`src/common/sflash_pkg.sv`:
```
// Constants, types and opcode values for the serial flash command front end.
// Assumes a single 25 MHz system clock; all link pins are asynchronous to it.
// Operation
// - All bytes travel most significant bit first.
// - Releasing select ends the current command.
// - Unknown opcode: ignore input until next select.
// - Early release before address complete: no operation.
// - Three address bytes; top three bits ignored.
// - Decode block erase 4K, 32K, 64K opcodes.
// - Decode program opcode: address then data in.
// - Decode protection readback: address then data out.
// - Identification readout returns one to four bytes.
// - Decode power-down and resume opcodes, no arguments.
// - Read address counter advances automatically.
// - Fast read skips one dummy byte.
// - Slow read has no dummy byte.
// - After header, each clock shifts data out.
// - Read address wraps to zero without delay.
// - Release stops read and floats the output.
// - Release may come mid-byte; device accepts it.
// - Sample input on rise, change output on fall.
// - Two chip erase opcodes decode identically.
package sflash_pkg;

	localparam int          BYTE_W     = 8;         // Link byte width
	localparam int          ADDR_W     = 21;        // Decoded array address width
	localparam int          ADDR_BYTES = 3;         // Address bytes per command
	localparam int          FIFO_DEPTH = 16;        // Read prefetch depth
	localparam logic [2:0]  BIT_LAST   = 3'h7;      // Index of last bit in a byte
	localparam logic [1:0]  ADDR_LAST  = 2'h2;      // Index of last address byte
	localparam logic [2:0]  ID_MAX     = 3'h4;      // Identification bytes driven
	localparam logic [7:0]  EMPTY_FILL = 8'hFF;     // Byte sent if prefetch runs dry

	// Opcodes
	localparam logic [7:0] OP_READ_FAST  = 8'h0B;
	localparam logic [7:0] OP_READ_SLOW  = 8'h03;
	localparam logic [7:0] OP_ERASE_4K   = 8'h20;
	localparam logic [7:0] OP_ERASE_32K  = 8'h52;
	localparam logic [7:0] OP_ERASE_64K  = 8'hD8;
	localparam logic [7:0] OP_CHIP_ERA_A = 8'h60;
	localparam logic [7:0] OP_CHIP_ERA_B = 8'hC7;
	localparam logic [7:0] OP_PROGRAM    = 8'h02;
	localparam logic [7:0] OP_WR_ENABLE  = 8'h06;
	localparam logic [7:0] OP_WR_DISABLE = 8'h04;
	localparam logic [7:0] OP_PROTECT    = 8'h36;
	localparam logic [7:0] OP_UNPROTECT  = 8'h39;
	localparam logic [7:0] OP_RD_PROT    = 8'h3C;
	localparam logic [7:0] OP_RD_STATUS  = 8'h05;
	localparam logic [7:0] OP_WR_STATUS  = 8'h01;
	localparam logic [7:0] OP_RD_ID      = 8'h9F;
	localparam logic [7:0] OP_PWR_DOWN   = 8'hB9;
	localparam logic [7:0] OP_RESUME     = 8'hAB;

	// Direction of the data phase
	typedef enum logic [1:0] {DIR_NONE, DIR_OUT, DIR_IN} dir_e;

	// Command framing states
	typedef enum logic [2:0] {
		ST_IDLE, ST_OPCODE, ST_ADDR, ST_DUMMY, ST_OUT, ST_IN, ST_SKIP, ST_IGNORE
	} state_e;

	// Shape of one command
	typedef struct packed {
		logic known;   // Opcode supported
		logic addr;    // Three address bytes follow
		logic dummy;   // One dummy byte follows the address
		dir_e dir;     // Data phase direction
	} op_info_s;

endpackage

```
`src/data_fifo.sv`:
```
// Synchronous FIFO with valid/ready on both sides and a flush.
// Assumes one clock; flush wins over a write in the same cycle.
`timescale 1ns/100ps
module data_fifo #(
	parameter int WIDTH = 8,
	parameter int DEPTH = 16
) (
	// System
	input  wire logic             clock,
	input  wire logic             rst_b,
	input  wire logic             flush,
	// Fill side
	input  wire logic             inValid,
	input  wire logic [WIDTH-1:0] inData,
	output logic                  inReady,
	// Drain side
	output logic                  outValid,
	output logic [WIDTH-1:0]      outData,
	input  wire logic             outReady
);

	localparam int PTR_W = $clog2(DEPTH);

	logic [WIDTH-1:0] mem [DEPTH];   // Storage
	logic [PTR_W-1:0] wrPtr_q;       // Next write slot
	logic [PTR_W-1:0] rdPtr_q;       // Next read slot
	logic [PTR_W:0]   count_q;       // Words held
	logic             push;
	logic             pop;

	assign inReady  = (count_q != (PTR_W+1)'(DEPTH));
	assign outValid = (count_q != '0);
	assign outData  = mem[rdPtr_q];
	assign push     = inValid & inReady & ~flush;
	assign pop      = outValid & outReady & ~flush;

	// Storage write, no reset needed
	always_ff @(posedge clock) begin
		if (push) begin
			mem[wrPtr_q] <= inData;
		end
	end

	// Pointers and fill level
	always_ff @(posedge clock) begin
		if (!rst_b || flush) begin
			wrPtr_q <= '0;
			rdPtr_q <= '0;
			count_q <= '0;
		end else begin
			if (push) begin
				wrPtr_q <= (wrPtr_q == PTR_W'(DEPTH - 1)) ? '0 : wrPtr_q + 1'b1;
			end
			if (pop) begin
				rdPtr_q <= (rdPtr_q == PTR_W'(DEPTH - 1)) ? '0 : rdPtr_q + 1'b1;
			end
			count_q <= count_q + (PTR_W+1)'(push) - (PTR_W+1)'(pop);
		end
	end

endmodule

```
`src/pin_sync.sv`:
```
// Two-flop synchroniser for one asynchronous pin.
// Assumes the pin may change at any time relative to clock.
`timescale 1ns/100ps
module pin_sync #(
	parameter logic RESET_VAL = 1'b0
) (
	// System
	input  wire logic clock,
	input  wire logic rst_b,
	// Pin and result
	input  wire logic pinIn,
	output logic      pinOut
);

	logic meta_q;   // First stage, read only by the second

	// Both stages reset to the pin's idle level
	always_ff @(posedge clock) begin
		if (!rst_b) begin
			meta_q <= RESET_VAL;
			pinOut <= RESET_VAL;
		end else begin
			meta_q <= pinIn;
			pinOut <= meta_q;
		end
	end

endmodule

```
`src/sflash_cmd_read.sv`:
```
// Serial flash command framing, opcode decode and array read path.
// Assumes csB, sck and si are asynchronous pins sampled by clock, and
// that the array shows data for arrayAddr_q while arrayRd_q is high.
`timescale 1ns/100ps
module sflash_cmd_read #(
	parameter int FIFO_W = sflash_pkg::BYTE_W,
	parameter int FIFO_D = sflash_pkg::FIFO_DEPTH
) (
	// System
	input  wire logic                        clock,
	input  wire logic                        rst_b,
	// Serial link pins
	input  wire logic                        csB,
	input  wire logic                        sck,
	input  wire logic                        si,
	output logic                             so_q,
	output logic                             soOe_q,
	// Array read port
	output logic                             arrayRd_q,
	output logic [sflash_pkg::ADDR_W-1:0]    arrayAddr_q,
	input  wire logic [sflash_pkg::BYTE_W-1:0] arrayData,
	// Decoded command to the executing logic
	output logic [sflash_pkg::BYTE_W-1:0]    cmdOp_q,
	output logic [sflash_pkg::ADDR_W-1:0]    cmdAddr_q,
	output logic                             cmdExec_q,
	// Incoming data bytes
	output logic [sflash_pkg::BYTE_W-1:0]    rxData_q,
	output logic                             rxValid_q,
	// Reply bytes for status, identification and protection reads
	input  wire logic [sflash_pkg::BYTE_W-1:0] respData,
	output logic                             respTake_q
);

	// Synchronised pins and edge history
	logic csSync;       // Select, high is inactive
	logic sckSync;      // Serial clock
	logic siSync;       // Serial input
	logic csPrev_q;     // Select one cycle ago
	logic sckPrev_q;    // Clock one cycle ago

	// Link events
	logic csStart;      // Select just asserted
	logic csStop;       // Select just released
	logic sckRise;      // Sample edge inside a frame
	logic sckFall;      // Launch edge inside a frame
	logic byteDone;     // Eighth bit sampled on this rise

	// Framing state
	sflash_pkg::state_e    state_q;
	logic [2:0]            bitCnt_q;    // Bits taken in this byte
	logic [1:0]            addrCnt_q;   // Address bytes taken
	logic [6:0]            inSh_q;      // Partial incoming byte
	logic [7:0]            rxByte;      // Byte completed this rise
	logic                  addrDone_q;  // Opcode and address complete
	sflash_pkg::op_info_s  newInfo;     // Shape of opcode arriving now
	sflash_pkg::op_info_s  curInfo;     // Shape of the captured opcode
	logic                  isRead;      // Captured opcode is an array read
	logic                  hdrEnd;      // Address or dummy phase finishing

	// Output path
	logic [7:0]  outSh_q;     // Remaining bits of the byte on the wire
	logic [2:0]  outCnt_q;    // Bits left in the byte on the wire
	logic [2:0]  respCnt_q;   // Reply bytes sent
	logic        loadByte;    // Fall that starts a new byte
	logic        respLimit;   // Identification reply used up
	logic [7:0]  nextByte;    // Byte to launch

	// Prefetch path
	logic [sflash_pkg::ADDR_W-1:0] fetchAddr_q;  // Next array address
	logic        fetchOn_q;   // Prefetch running
	logic        fifoFlush;
	logic        fifoInReady;
	logic        fifoOutValid;
	logic [7:0]  fifoOutData;
	logic        fifoPop;

	// Opcode table
	function automatic sflash_pkg::op_info_s decode(input logic [7:0] op);
		sflash_pkg::op_info_s info;
		info = '{known: 1'b1, addr: 1'b0, dummy: 1'b0, dir: sflash_pkg::DIR_NONE};
		unique case (op)
			sflash_pkg::OP_READ_FAST: begin
				info.addr  = 1'b1;
				info.dummy = 1'b1;
				info.dir   = sflash_pkg::DIR_OUT;
			end
			sflash_pkg::OP_READ_SLOW: begin
				info.addr = 1'b1;
				info.dir  = sflash_pkg::DIR_OUT;
			end
			sflash_pkg::OP_ERASE_4K,
			sflash_pkg::OP_ERASE_32K,
			sflash_pkg::OP_ERASE_64K,
			sflash_pkg::OP_PROTECT,
			sflash_pkg::OP_UNPROTECT: begin
				info.addr = 1'b1;
			end
			sflash_pkg::OP_PROGRAM: begin
				info.addr = 1'b1;
				info.dir  = sflash_pkg::DIR_IN;
			end
			sflash_pkg::OP_RD_PROT: begin
				info.addr = 1'b1;
				info.dir  = sflash_pkg::DIR_OUT;
			end
			sflash_pkg::OP_RD_ID,
			sflash_pkg::OP_RD_STATUS: begin
				info.dir = sflash_pkg::DIR_OUT;
			end
			sflash_pkg::OP_WR_STATUS: begin
				info.dir = sflash_pkg::DIR_IN;
			end
			sflash_pkg::OP_CHIP_ERA_A,
			sflash_pkg::OP_CHIP_ERA_B,
			sflash_pkg::OP_WR_ENABLE,
			sflash_pkg::OP_WR_DISABLE,
			sflash_pkg::OP_PWR_DOWN,
			sflash_pkg::OP_RESUME: begin
				info.known = 1'b1;
			end
			default: begin  // Unsupported opcode
				info.known = 1'b0;
			end
		endcase
		return info;
	endfunction

	// Pin synchronisers; select idles high
	pin_sync #(.RESET_VAL(1'b1)) u_csSync (
		.clock  (clock),
		.rst_b  (rst_b),
		.pinIn  (csB),
		.pinOut (csSync)
	);
	pin_sync #(.RESET_VAL(1'b0)) u_sckSync (
		.clock  (clock),
		.rst_b  (rst_b),
		.pinIn  (sck),
		.pinOut (sckSync)
	);
	pin_sync #(.RESET_VAL(1'b0)) u_siSync (
		.clock  (clock),
		.rst_b  (rst_b),
		.pinIn  (si),
		.pinOut (siSync)
	);

	// Edge history of the synchronised pins
	always_ff @(posedge clock) begin
		if (!rst_b) begin
			csPrev_q  <= 1'b1;
			sckPrev_q <= 1'b0;
		end else begin
			csPrev_q  <= csSync;
			sckPrev_q <= sckSync;
		end
	end

	// Clock edges count only inside a frame; the stray fall at frame
	// start in mode 3 meets the opcode phase and launches nothing
	assign csStart  = csPrev_q & ~csSync;
	assign csStop   = ~csPrev_q & csSync;
	assign sckRise  = sckSync & ~sckPrev_q & ~csSync;
	assign sckFall  = ~sckSync & sckPrev_q & ~csSync;
	assign byteDone = sckRise && (bitCnt_q == sflash_pkg::BIT_LAST);
	assign rxByte   = {inSh_q, siSync};
	assign newInfo  = decode(rxByte);
	assign curInfo  = decode(cmdOp_q);
	assign isRead   = (cmdOp_q == sflash_pkg::OP_READ_FAST)
	               || (cmdOp_q == sflash_pkg::OP_READ_SLOW);
	assign hdrEnd   = byteDone && ((state_q == sflash_pkg::ST_DUMMY)
	               || (state_q == sflash_pkg::ST_ADDR && addrCnt_q == sflash_pkg::ADDR_LAST
	                   && !curInfo.dummy));

	// Bit counter and input shifter; a release mid-byte just drops it
	always_ff @(posedge clock) begin
		if (!rst_b || csStart) begin
			bitCnt_q <= '0;
			inSh_q   <= '0;
		end else if (sckRise) begin
			bitCnt_q <= bitCnt_q + 1'b1;
			inSh_q   <= rxByte[6:0];
		end
	end

	// Framing state machine
	always_ff @(posedge clock) begin
		if (!rst_b || csStop) begin
			state_q <= sflash_pkg::ST_IDLE;
		end else if (csStart) begin
			state_q <= sflash_pkg::ST_OPCODE;
		end else if (byteDone) begin
			unique case (state_q)
				sflash_pkg::ST_OPCODE: begin
					if (!newInfo.known) begin
						state_q <= sflash_pkg::ST_IGNORE;
					end else if (newInfo.addr) begin
						state_q <= sflash_pkg::ST_ADDR;
					end else if (newInfo.dir == sflash_pkg::DIR_OUT) begin
						state_q <= sflash_pkg::ST_OUT;
					end else if (newInfo.dir == sflash_pkg::DIR_IN) begin
						state_q <= sflash_pkg::ST_IN;
					end else begin
						state_q <= sflash_pkg::ST_SKIP;  // Extra bytes ignored
					end
				end
				sflash_pkg::ST_ADDR: begin
					if (addrCnt_q != sflash_pkg::ADDR_LAST) begin
						state_q <= sflash_pkg::ST_ADDR;
					end else if (curInfo.dummy) begin
						state_q <= sflash_pkg::ST_DUMMY;
					end else if (curInfo.dir == sflash_pkg::DIR_OUT) begin
						state_q <= sflash_pkg::ST_OUT;
					end else if (curInfo.dir == sflash_pkg::DIR_IN) begin
						state_q <= sflash_pkg::ST_IN;
					end else begin
						state_q <= sflash_pkg::ST_SKIP;
					end
				end
				sflash_pkg::ST_DUMMY: begin
					state_q <= sflash_pkg::ST_OUT;
				end
				// Data phases and ignore hold until release
				sflash_pkg::ST_IDLE,
				sflash_pkg::ST_OUT,
				sflash_pkg::ST_IN,
				sflash_pkg::ST_SKIP,
				sflash_pkg::ST_IGNORE: begin
					state_q <= state_q;
				end
			endcase
		end
	end

	// Opcode, address capture and completeness
	always_ff @(posedge clock) begin
		if (!rst_b) begin
			cmdOp_q    <= '0;
			cmdAddr_q  <= '0;
			addrCnt_q  <= '0;
			addrDone_q <= 1'b0;
		end else if (csStart) begin
			addrCnt_q  <= '0;
			addrDone_q <= 1'b0;
		end else if (byteDone && state_q == sflash_pkg::ST_OPCODE) begin
			cmdOp_q    <= rxByte;
			addrDone_q <= newInfo.known && !newInfo.addr;
		end else if (byteDone && state_q == sflash_pkg::ST_ADDR) begin
			// Older bytes shift out the top, dropping the unused high bits
			cmdAddr_q  <= sflash_pkg::ADDR_W'({cmdAddr_q, rxByte});
			addrCnt_q  <= addrCnt_q + 1'b1;
			addrDone_q <= (addrCnt_q == sflash_pkg::ADDR_LAST);
		end
	end

	// Command hand-off at release, only for a complete header
	always_ff @(posedge clock) begin
		if (!rst_b) begin
			cmdExec_q <= 1'b0;
		end else begin
			cmdExec_q <= csStop && addrDone_q;
		end
	end

	// Incoming data bytes for program and status write
	always_ff @(posedge clock) begin
		if (!rst_b) begin
			rxData_q  <= '0;
			rxValid_q <= 1'b0;
		end else begin
			rxValid_q <= byteDone && state_q == sflash_pkg::ST_IN;
			if (byteDone && state_q == sflash_pkg::ST_IN) begin
				rxData_q <= rxByte;
			end
		end
	end

	// Prefetch control; the counter width makes the top wrap to zero
	always_ff @(posedge clock) begin
		if (!rst_b || csStop || csStart) begin
			fetchOn_q   <= 1'b0;
			fetchAddr_q <= '0;
			arrayRd_q   <= 1'b0;
			arrayAddr_q <= '0;
		end else begin
			if (hdrEnd && isRead) begin
				fetchOn_q   <= 1'b1;
				fetchAddr_q <= (state_q == sflash_pkg::ST_ADDR) ?
				               sflash_pkg::ADDR_W'({cmdAddr_q, rxByte}) : cmdAddr_q;
			end else if (fetchOn_q && !arrayRd_q && fifoInReady) begin
				// One read in flight keeps the FIFO from overfilling
				fetchAddr_q <= fetchAddr_q + 1'b1;
			end
			arrayRd_q <= fetchOn_q && !arrayRd_q && fifoInReady;
			if (fetchOn_q && !arrayRd_q && fifoInReady) begin
				arrayAddr_q <= fetchAddr_q;
			end
		end
	end

	// Flush on both frame edges so no stale bytes survive a frame
	assign fifoFlush = csStart | csStop;

	data_fifo #(.WIDTH(FIFO_W), .DEPTH(FIFO_D)) u_prefetch (
		.clock    (clock),
		.rst_b    (rst_b),
		.flush    (fifoFlush),
		.inValid  (arrayRd_q),
		.inData   (arrayData),
		.inReady  (fifoInReady),
		.outValid (fifoOutValid),
		.outData  (fifoOutData),
		.outReady (fifoPop)
	);

	// Byte selection at the first fall of each outgoing byte
	assign loadByte  = sckFall && state_q == sflash_pkg::ST_OUT && outCnt_q == '0;
	assign fifoPop   = loadByte && isRead;
	assign respLimit = (cmdOp_q == sflash_pkg::OP_RD_ID) && (respCnt_q == sflash_pkg::ID_MAX);
	assign nextByte  = !isRead ? respData :
	                   fifoOutValid ? fifoOutData : sflash_pkg::EMPTY_FILL;

	// Reply byte count and take strobe for non-array replies
	always_ff @(posedge clock) begin
		if (!rst_b || csStart) begin
			respCnt_q  <= '0;
			respTake_q <= 1'b0;
		end else begin
			respTake_q <= loadByte && !isRead && !respLimit;
			if (loadByte && !isRead && !respLimit) begin
				respCnt_q <= respCnt_q + 1'b1;
			end
		end
	end

	// Output shifter, launched on falling edges, MSB first
	always_ff @(posedge clock) begin
		if (!rst_b || csStart) begin
			outSh_q  <= '0;
			outCnt_q <= '0;
			so_q     <= 1'b0;
		end else if (sckFall && state_q == sflash_pkg::ST_OUT) begin
			if (loadByte) begin
				so_q     <= nextByte[7];
				outSh_q  <= {nextByte[6:0], 1'b0};
				outCnt_q <= sflash_pkg::BIT_LAST;
			end else begin
				so_q     <= outSh_q[7];
				outSh_q  <= {outSh_q[6:0], 1'b0};
				outCnt_q <= outCnt_q - 1'b1;
			end
		end
	end

	// Output enable: only in a data-out phase, released with select
	always_ff @(posedge clock) begin
		if (!rst_b || csStop || state_q != sflash_pkg::ST_OUT) begin
			soOe_q <= 1'b0;
		end else if (loadByte) begin
			soOe_q <= !((!isRead) && respLimit);
		end
	end

endmodule
```
`config.mk`:
```
export PLATFORM = sky130hd
export DESIGN_NAME = sflash_cmd_read
export DESIGN_NICKNAME = d
export VERILOG_FILES = /design/src/common/sflash_pkg.sv /design/src/data_fifo.sv /design/src/pin_sync.sv /design/src/sflash_cmd_read.sv
export SDC_FILE = /design/constraint.sdc
export NUM_CORES = 1
export LEC_CHECK = 0
export ABC_AREA = 1
export BUFFER_PORTS_ARGS = -buffer_cell sky130_fd_sc_hd__buf_2
export CAP_MARGIN = 20
export CORE_MARGIN = 2
export CORE_UTILIZATION = 50
export CTS_CLUSTER_SIZE = 14
export DETAILED_ROUTE_END_ITERATION = 8
export PLACE_DENSITY = 0.68
export SETUP_SLACK_MARGIN = 0.5
export SLEW_MARGIN = 30
export SYNTH_ARGS = -nofsm -noshare
export SYNTH_HDL_FRONTEND = slang
export SYNTH_SLANG_ARGS = --single-unit
```
`constraint.sdc`:
```
create_clock -name clock -period 3.3 [get_ports clock]
set_clock_uncertainty 0.2 [all_clocks]
set_input_delay 0.66 -clock clock [delete_from_list [all_inputs] [get_ports clock]]
set_output_delay 0.66 -clock clock [all_outputs]
set_load 0.01 [all_outputs]
```
### After elaboration in Yosys (flattened, before gate mapping)

Memories as Yosys holds them, arrays and structs flattened. A register that Yosys moved wholly into a read port is not among the register bits.
Cells that the tools add are included.

| storage, ports and cells | value |
|---|---|
| flip-flop bits (word level) | 137 |
| memory bits (writable) | 128 |
| input bits | 21 |
| output and inout bits | 64 |
| memories | 1 |

Memories:

| name | depth | width | read ports | clocked after Yosys merged registers in | wr ports | RTL line | source |
|---|---|---|---|---|---|---|---|
| u_prefetch.mem | 16 | 8 | 1 | 1 | 1 | data_fifo.sv:24 | `logic [WIDTH-1:0] mem [DEPTH];` |

| cells by class | value |
|---|---|
| add/sub/neg operators | 9 |
| eq/ne operators | 45 |
| mux-type cells | 32 |
| bitwise operators | 20 |
| reductions and logical operators | 53 |

Operators by type and width:

| operator | count |
|---|---|
| 21-bit 2-to-1 mux | 3 |
| 8-bit equality test (second input constant) | 6 |
| 8-bit by 6-bit equality test with 1-bit output (second input constant) | 5 |
| 8-bit by 2-bit equality test with 1-bit output (second input constant) | 4 |
| 8-bit by 3-bit equality test with 1-bit output (second input constant) | 4 |
| 8-bit 2-to-1 mux | 3 |
| 21-bit by 1-bit adder with 21-bit output (second input constant) | 1 |
| 1-bit logical AND | 19 |
| 3-bit equality test (second input constant) | 6 |
| 18-bit OR reduction | 1 |
| 8-bit by 1-bit equality test with 1-bit output (second input constant) | 2 |
| 8-bit by 4-bit equality test with 1-bit output (second input constant) | 2 |
| 8-bit by 7-bit equality test with 1-bit output (second input constant) | 2 |
| 4-bit 2-to-1 mux | 4 |
| 3-bit 2-to-1 mux | 5 |
| 5-bit OR reduction | 3 |
| 1-bit AND | 10 |
| 1-bit 2-to-1 mux | 10 |
| 1-bit inverter | 9 |
| 3-bit case mux with 3 select lines | 1 |
| 9-bit OR reduction | 1 |
| 4-bit by 1-bit adder with 4-bit output (second input constant) | 2 |
| 4-bit equality test (second input constant) | 2 |
| 2-bit 2-to-1 mux | 4 |
| other kinds (22) | 50 |

### Logic depth before layout (Yosys ltp)

| logic depth | value |
|---|---|
| word-level depth | 11 |
| mapped depth | 16 |
| mapped depth without buffers | 15 |

### By module

Synthesis repeated with hierarchy kept, for this count alone.

| unflattened totals | value |
|---|---|
| cells, all modules | 1476 |
| area total of the unflattened synthesis | 12370.6 um2 |

By module, submodules not included:

| module | instances | cells an instance | area an instance (um2) |
|---|---|---|---|
| data_fifo | 1 | 619 | 6343.6 |
| sflash_cmd_read | 1 | 839 | 5861.9 |
| pin_sync | 3 | 6 | 55.1 |

### Least setup slack after synthesis

No wires, ideal clock.

| path | value |
|---|---|
| path kind | reg-to-reg |
| start | reg state_q[0] |
| end | reg u_prefetch.count_q[4] |
| library setup time | 70 ps |
| data arrival time | 2274 ps |
| setup slack | 757 ps |
| stages on the path, launching flop included | 16 |
| clock period less this slack | 2543 ps |
| cell sequence | dfxtp_1 -> nor2_1 -> nand3_1 -> buf_6 -> nor2_4 -> nand2_2 -> nor2_4 -> nand3_4 -> xor2_1 -> ha_1 -> fa_1 -> nand2_1 -> a21oi_1 -> nor2_1 -> o21ai_0 -> a21oi_1 |

| between the ends | value |
|---|---|
| longest elaborated chain between the ends | 7 |

Ends and longest elaborated chain:

| element | RTL line | source |
|---|---|---|
| start: declaration | sflash_cmd_read.sv:49 | `sflash_pkg::state_e state_q;` |
| start signal: assignment | sflash_cmd_read.sv:189 | `state_q <= sflash_pkg::ST_IDLE;` |
| start signal: assignment | sflash_cmd_read.sv:191 | `state_q <= sflash_pkg::ST_OPCODE;` |
| start signal: assignment | sflash_cmd_read.sv:196 | `state_q <= sflash_pkg::ST_IGNORE;` |
| 3-bit equality test | sflash_cmd_read.sv:317 | `assign loadByte = sckFall && state_q == sflash_pkg::ST_OUT && outCnt_q == '0;` |
| 1-bit logical AND (2 in series) | sflash_cmd_read.sv:317 |  |
| 1-bit logical AND | sflash_cmd_read.sv:318 | `assign fifoPop = loadByte && isRead;` |
| 1-bit AND (2 in series) | data_fifo.sv:35 | `assign pop = outValid & outReady & ~flush;` |
| 5-bit by 1-bit subtractor with 5-bit output | data_fifo.sv:57 | `count_q <= count_q + (PTR_W+1)'(push) - (PTR_W+1)'(pop);` |
| end signal: assignment | data_fifo.sv:57 |  |
| end: declaration | data_fifo.sv:27 | `logic [PTR_W:0] count_q;` |

Every way passes these cells.
A chain may end at the register's enable or synchronous reset.

### Final worst setup path

| path | value |
|---|---|
| start | reg cmdOp_q[5] (netlist bit) |
| end | reg u_prefetch.count_q[4] |

| between the ends | value |
|---|---|
| longest elaborated chain between the ends | 6 |

Ends and longest elaborated chain:

| element | RTL line | source |
|---|---|---|
| start: declaration | sflash_cmd_read.sv:23 | `output logic [sflash_pkg::BYTE_W-1:0] cmdOp_q,` |
| start signal: assignment | sflash_cmd_read.sv:246 | `cmdOp_q <= rxByte;` |
| 8-bit by 4-bit equality test with 1-bit output or 8-bit by 2-bit equality test with 1-bit output (tied branches) | - |  |
| 1-bit logical OR (*) | sflash_cmd_read.sv:170 | `\|\| (cmdOp_q == sflash_pkg::OP_READ_SLOW);` |
| 1-bit logical AND (*) | sflash_cmd_read.sv:318 |  |
| 1-bit AND (*) (2 in series) | data_fifo.sv:35 |  |
| 5-bit by 1-bit subtractor with 5-bit output (*) | data_fifo.sv:57 |  |

Mark *: on every way between the ends. The rest lies on a longest branch, timed or not.

==> metrics.md <==
| Metric | Value |
|---|---|
| DR pass1 iterations | `5` |
| Yosys Warn Count | `0` |
| Setup TNS | `0 ps` |
| Adder-cell area share of the yosys netlist | `0.0249` |
| Detailed placement HPWL | `approximately 19,000 um` |
| Worst hold-check path type | `in2reg` |
| Area of the multi-input gates | `0.00451 mm^2` |
| Critical Path AT | `3010 ps` |
| Post-DRT Antenna Nets | `0` |
| Vias in the first global route | `~8,700` |
| Max Cap Viol | `0` |
| Setup crit end kind | `register` |
| Clock sinks | `between 200 and 300` |
| Row count | `56` |
| Yosys top cell area share | `0.324` |
| Die height | `roughly 160 um` |
| Port bufs | `84` |
| Horiz. Die Dim | `approximately 160 um` |
| Seq cells post-synth | `roughly 270` |
| Final Util | `0.577` |
| Hold_ws | `99.2 ps` |
| Fin crit share | `0.829` |
| Syn_nets | `1,395` |
| EDFF count, synth | `around 130` |
| Critical Path Start Type | `register` |
| Initial antenna violation count | `0` |
| Max transition margin | `0.468` |
| Clk_lat worst skew | `540 ps` |
| Synth-to-Final Area Change | `13.9%` |
| Status | `finished clean` |
| Crit-path cells | `inv_1 > nand2_1 > nor3_2 > nand3_2 > nor2_4 > nand3_4 > xor2_1 > ha_1 > fa_1 > nand2_1 > a21oi_1 > nor2_1 > o21ai_0 > a21oi_1` |
| Total congestion overflow | `0` |
| Deepest clock path buffer count | `3` |
| Ys flop type | `dfxtp_1` |
| H-tree depth | `1` |
| Setup CP Type | `reg2reg` |
| Syn_area_per_cell | `8.77 um^2` |
| Worst-path clk slew | `about 70 ps` |
| Worst stage delay on the critical path | `approximately 400 ps` |
| Nets | `1,463` |
| Peak VDD IR | `between 0.2 and 0.3 mV` |
| WP data required | `approximately 3600 ps` |
| Final slew viol count | `0` |
| DRC Markers | `0` |
| WL/cell | `16.3 um` |
| Slowest-stage cell, CP | `fa_1` |
| Largest net degree at the start of global routing | `46` |
| Root buf cell | `clkbuf_16` |
| Initial DRC count | `838` |
| Setup Viol. Count Final | `0` |
| Share of cells above drive strength 1 | `0.128` |
| Power Density | `503 mW/mm^2` |
| Core Region | `roughly 0.023 mm^2` |
| Design Area, Final | `roughly 0.013 mm^2` |
| Worst slew pin tran | `around 790 ps` |
| Synth Area in Simple Gates | `0.188` |
| Pleak | `approximately 0.0052 uW` |
| CP Max Fanout | `7` |
| Synth cell types | `38` |
| # fillers | `a little over 2,000` |
| CTS tree | `done` |
| XOR/XNOR share of the synthesized area | `0.0133` |
| Via count | `roughly 9,400` |
| Hold Violations, Final | `0` |
| Final min period | `between 2000 and 3000 ps` |
| Synth Cell Area | `approximately 0.012 mm^2` |
| Vias per std cell | `between 5 and 6` |
| Total wire length | `28,600 um` |
| Initial Utilization | `0.506` |
| Largest family of logic cells by synthesized area | `simple AND/OR/NAND/NOR gates` |
| ANT cells | `0` |
| Num CTS Buffers | `27` |
| Gpl congestion | `between 0.8 and 0.9` |
| Synth Instances | `~1,400` |
| RSZ-0062 raised after global routing | `true` |
| Synth top area cells | `edfxtp_1 (32%), dfxtp_1 (24%), o21ai_0 (7.7%), nor2_1 (7.0%), nand2_1 (5.2%)` |
| Die ar. | `about 0.025 mm^2` |
| Reg area | `around 0.0066 mm^2` |
| Mux cell area share after synthesis | `0` |
| Sequential share of the synthesized area | `0.561` |
| Synth Area in Compound Gates | `0.151` |
| Achievable Freq | `between 300 and 400 MHz` |
| Total GRT Usage | `0.230` |
| Cell taking the most area after synthesis | `edfxtp_1` |
| # IOs | `85` |
| Wire length of the first global-routing pass | `~45,000 um` |
| Asr flop ratio synth | `0` |
| Placed inst area | `0.0125 mm^2` |
[synthesized netlist by cell type, drive strengths merged, types with 2 or more instances]
library cell	count
a21oi	111
a31oi	3
o21ai	185
nor2	227
o211ai	35
nand2	169
ha	22
inv	122
nand3b	2
or2	5
nand3	76
dfxtp	140
nor4	4
xor2	17
nand4	10
clkbuf	45
a211oi	2
edfxtp	128
buf	17
clkinv	3
nor3	23
[area by class of cell]
| cell class | count | share of cell area |
|---|---|---|
| clock inverters | 15 | 0.0132 |
| well taps | 319 | 0.0296 |
| multi-input cells | 896 | 0.334 |
| repair buffers | 101 | 0.0406 |
| inverters | 125 | 0.0348 |
| flip-flops and latches | 268 | 0.493 |
| clock buffers | 35 | 0.0553 |
[placed cells by master, fill, tap and decap left out, drive strengths merged, types with 5 or more instances in the layout]
| cell | netlist | routed |
|---|---|---|
| dfxtp | 140 | 140 |
| clkinv | 3 | 13 |
| nand3 | 76 | 76 |
| o21ai | 185 | 185 |
| buf | 17 | 101 |
| nor2 | 227 | 227 |
| a21oi | 111 | 111 |
| nand2 | 169 | 169 |
| o211ai | 35 | 35 |
| ha | 22 | 22 |
| xor2 | 17 | 17 |
| or2 | 5 | 5 |
| nor3 | 23 | 23 |
| inv | 122 | 123 |
| edfxtp | 128 | 128 |
| nand4 | 10 | 10 |
| clkbuf | 45 | 35 |
[through the flow]
step	worst slack [ps]	cells	total power, uW
2_1_floorplan	757	1351	3620
3_3_place_gp	471	1708	3680
3_5_place_dp	373	1708	3690
4_1_cts	541	1759	6840
5_1_grt	342	1759	6990
6_report	565	1759	6790
[routing by layer]
layer | wire length, um | global-route usage | up-vias
met3 | 1840 | 0.0361 | 29
met5 | 0 | 0 | -
met1 | 13600 | 0.344 | 4396
met2 | 12800 | 0.358 | 304
li1 | - | - | 4710
met4 | 337 | 0.0472 | 0
[worst paths after layout]
check                                startpoint               endpoint  cells past startpoint  slack (ps)
worst max-delay path                 cmdOp_q[5]  u_prefetch.count_q[4]                     14         570
worst min-delay path                         si        u_siSync.meta_q                      3         100
worst max register to register       cmdOp_q[5]  u_prefetch.count_q[4]                     14         570
worst min register to register  u_csSync.meta_q        u_csSync.pinOut                      1         220
[critical path, delay by kind of cell, from the launching register on]
kind	cells	cell delay [ps]
adders and majority gates	2	620
buffers and inverters	1	90
DFF	1	330
and+or+nand+nor	7	1010
AOI/OAI and AO/OA	3	270
xor gates and xnor gates	1	160
[report_power, final]
| group | total (uW) | leakage [uW] | internal (uW) | switching (uW) |
|---|---|---|---|---|
| sequential | 3490 | 0.00228 | 3480 | 6.80 |
| clock | 3180 | 0.000464 | 1900 | 1270 |
| combinational | 124 | 0.00246 | 29.7 | 94.4 |
| total | 6790 | 0.00520 | 5420 | 1370 |
[state kept, by name, indices dropped and copies added (netlist names), 4 cells and up, named ones only]
register and count:
arrayAddr_q 21, cmdAddr_q 21, cmdOp_q 8, fetchAddr_q 21, inSh_q 7, outSh_q 7, rxData_q 8, u_prefetch.count_q 5
u_prefetch.mem 128, u_prefetch.rdPtr_q 4, u_prefetch.wrPtr_q 4
[cell families after synthesis]
group                    after synthesis
adder cells (fa/ha/maj)               23
AO/OA/AOI/OAI                        338
AND/OR/NAND/NOR                      517
buffers and inverters                187
XOR/XNOR                              18
flip-flops                           268
[repair_timing]
action | CTS | global route
buffers inserted | 1 | 0
endpoints found under the hold margin | 0 | 0
gates resized for setup | 0 | 15
setup endpoints to repair | 1 | 106
pin swaps | 1 | 0
hold buffers | 0 | 0
(Power assumes the default switching activity.)
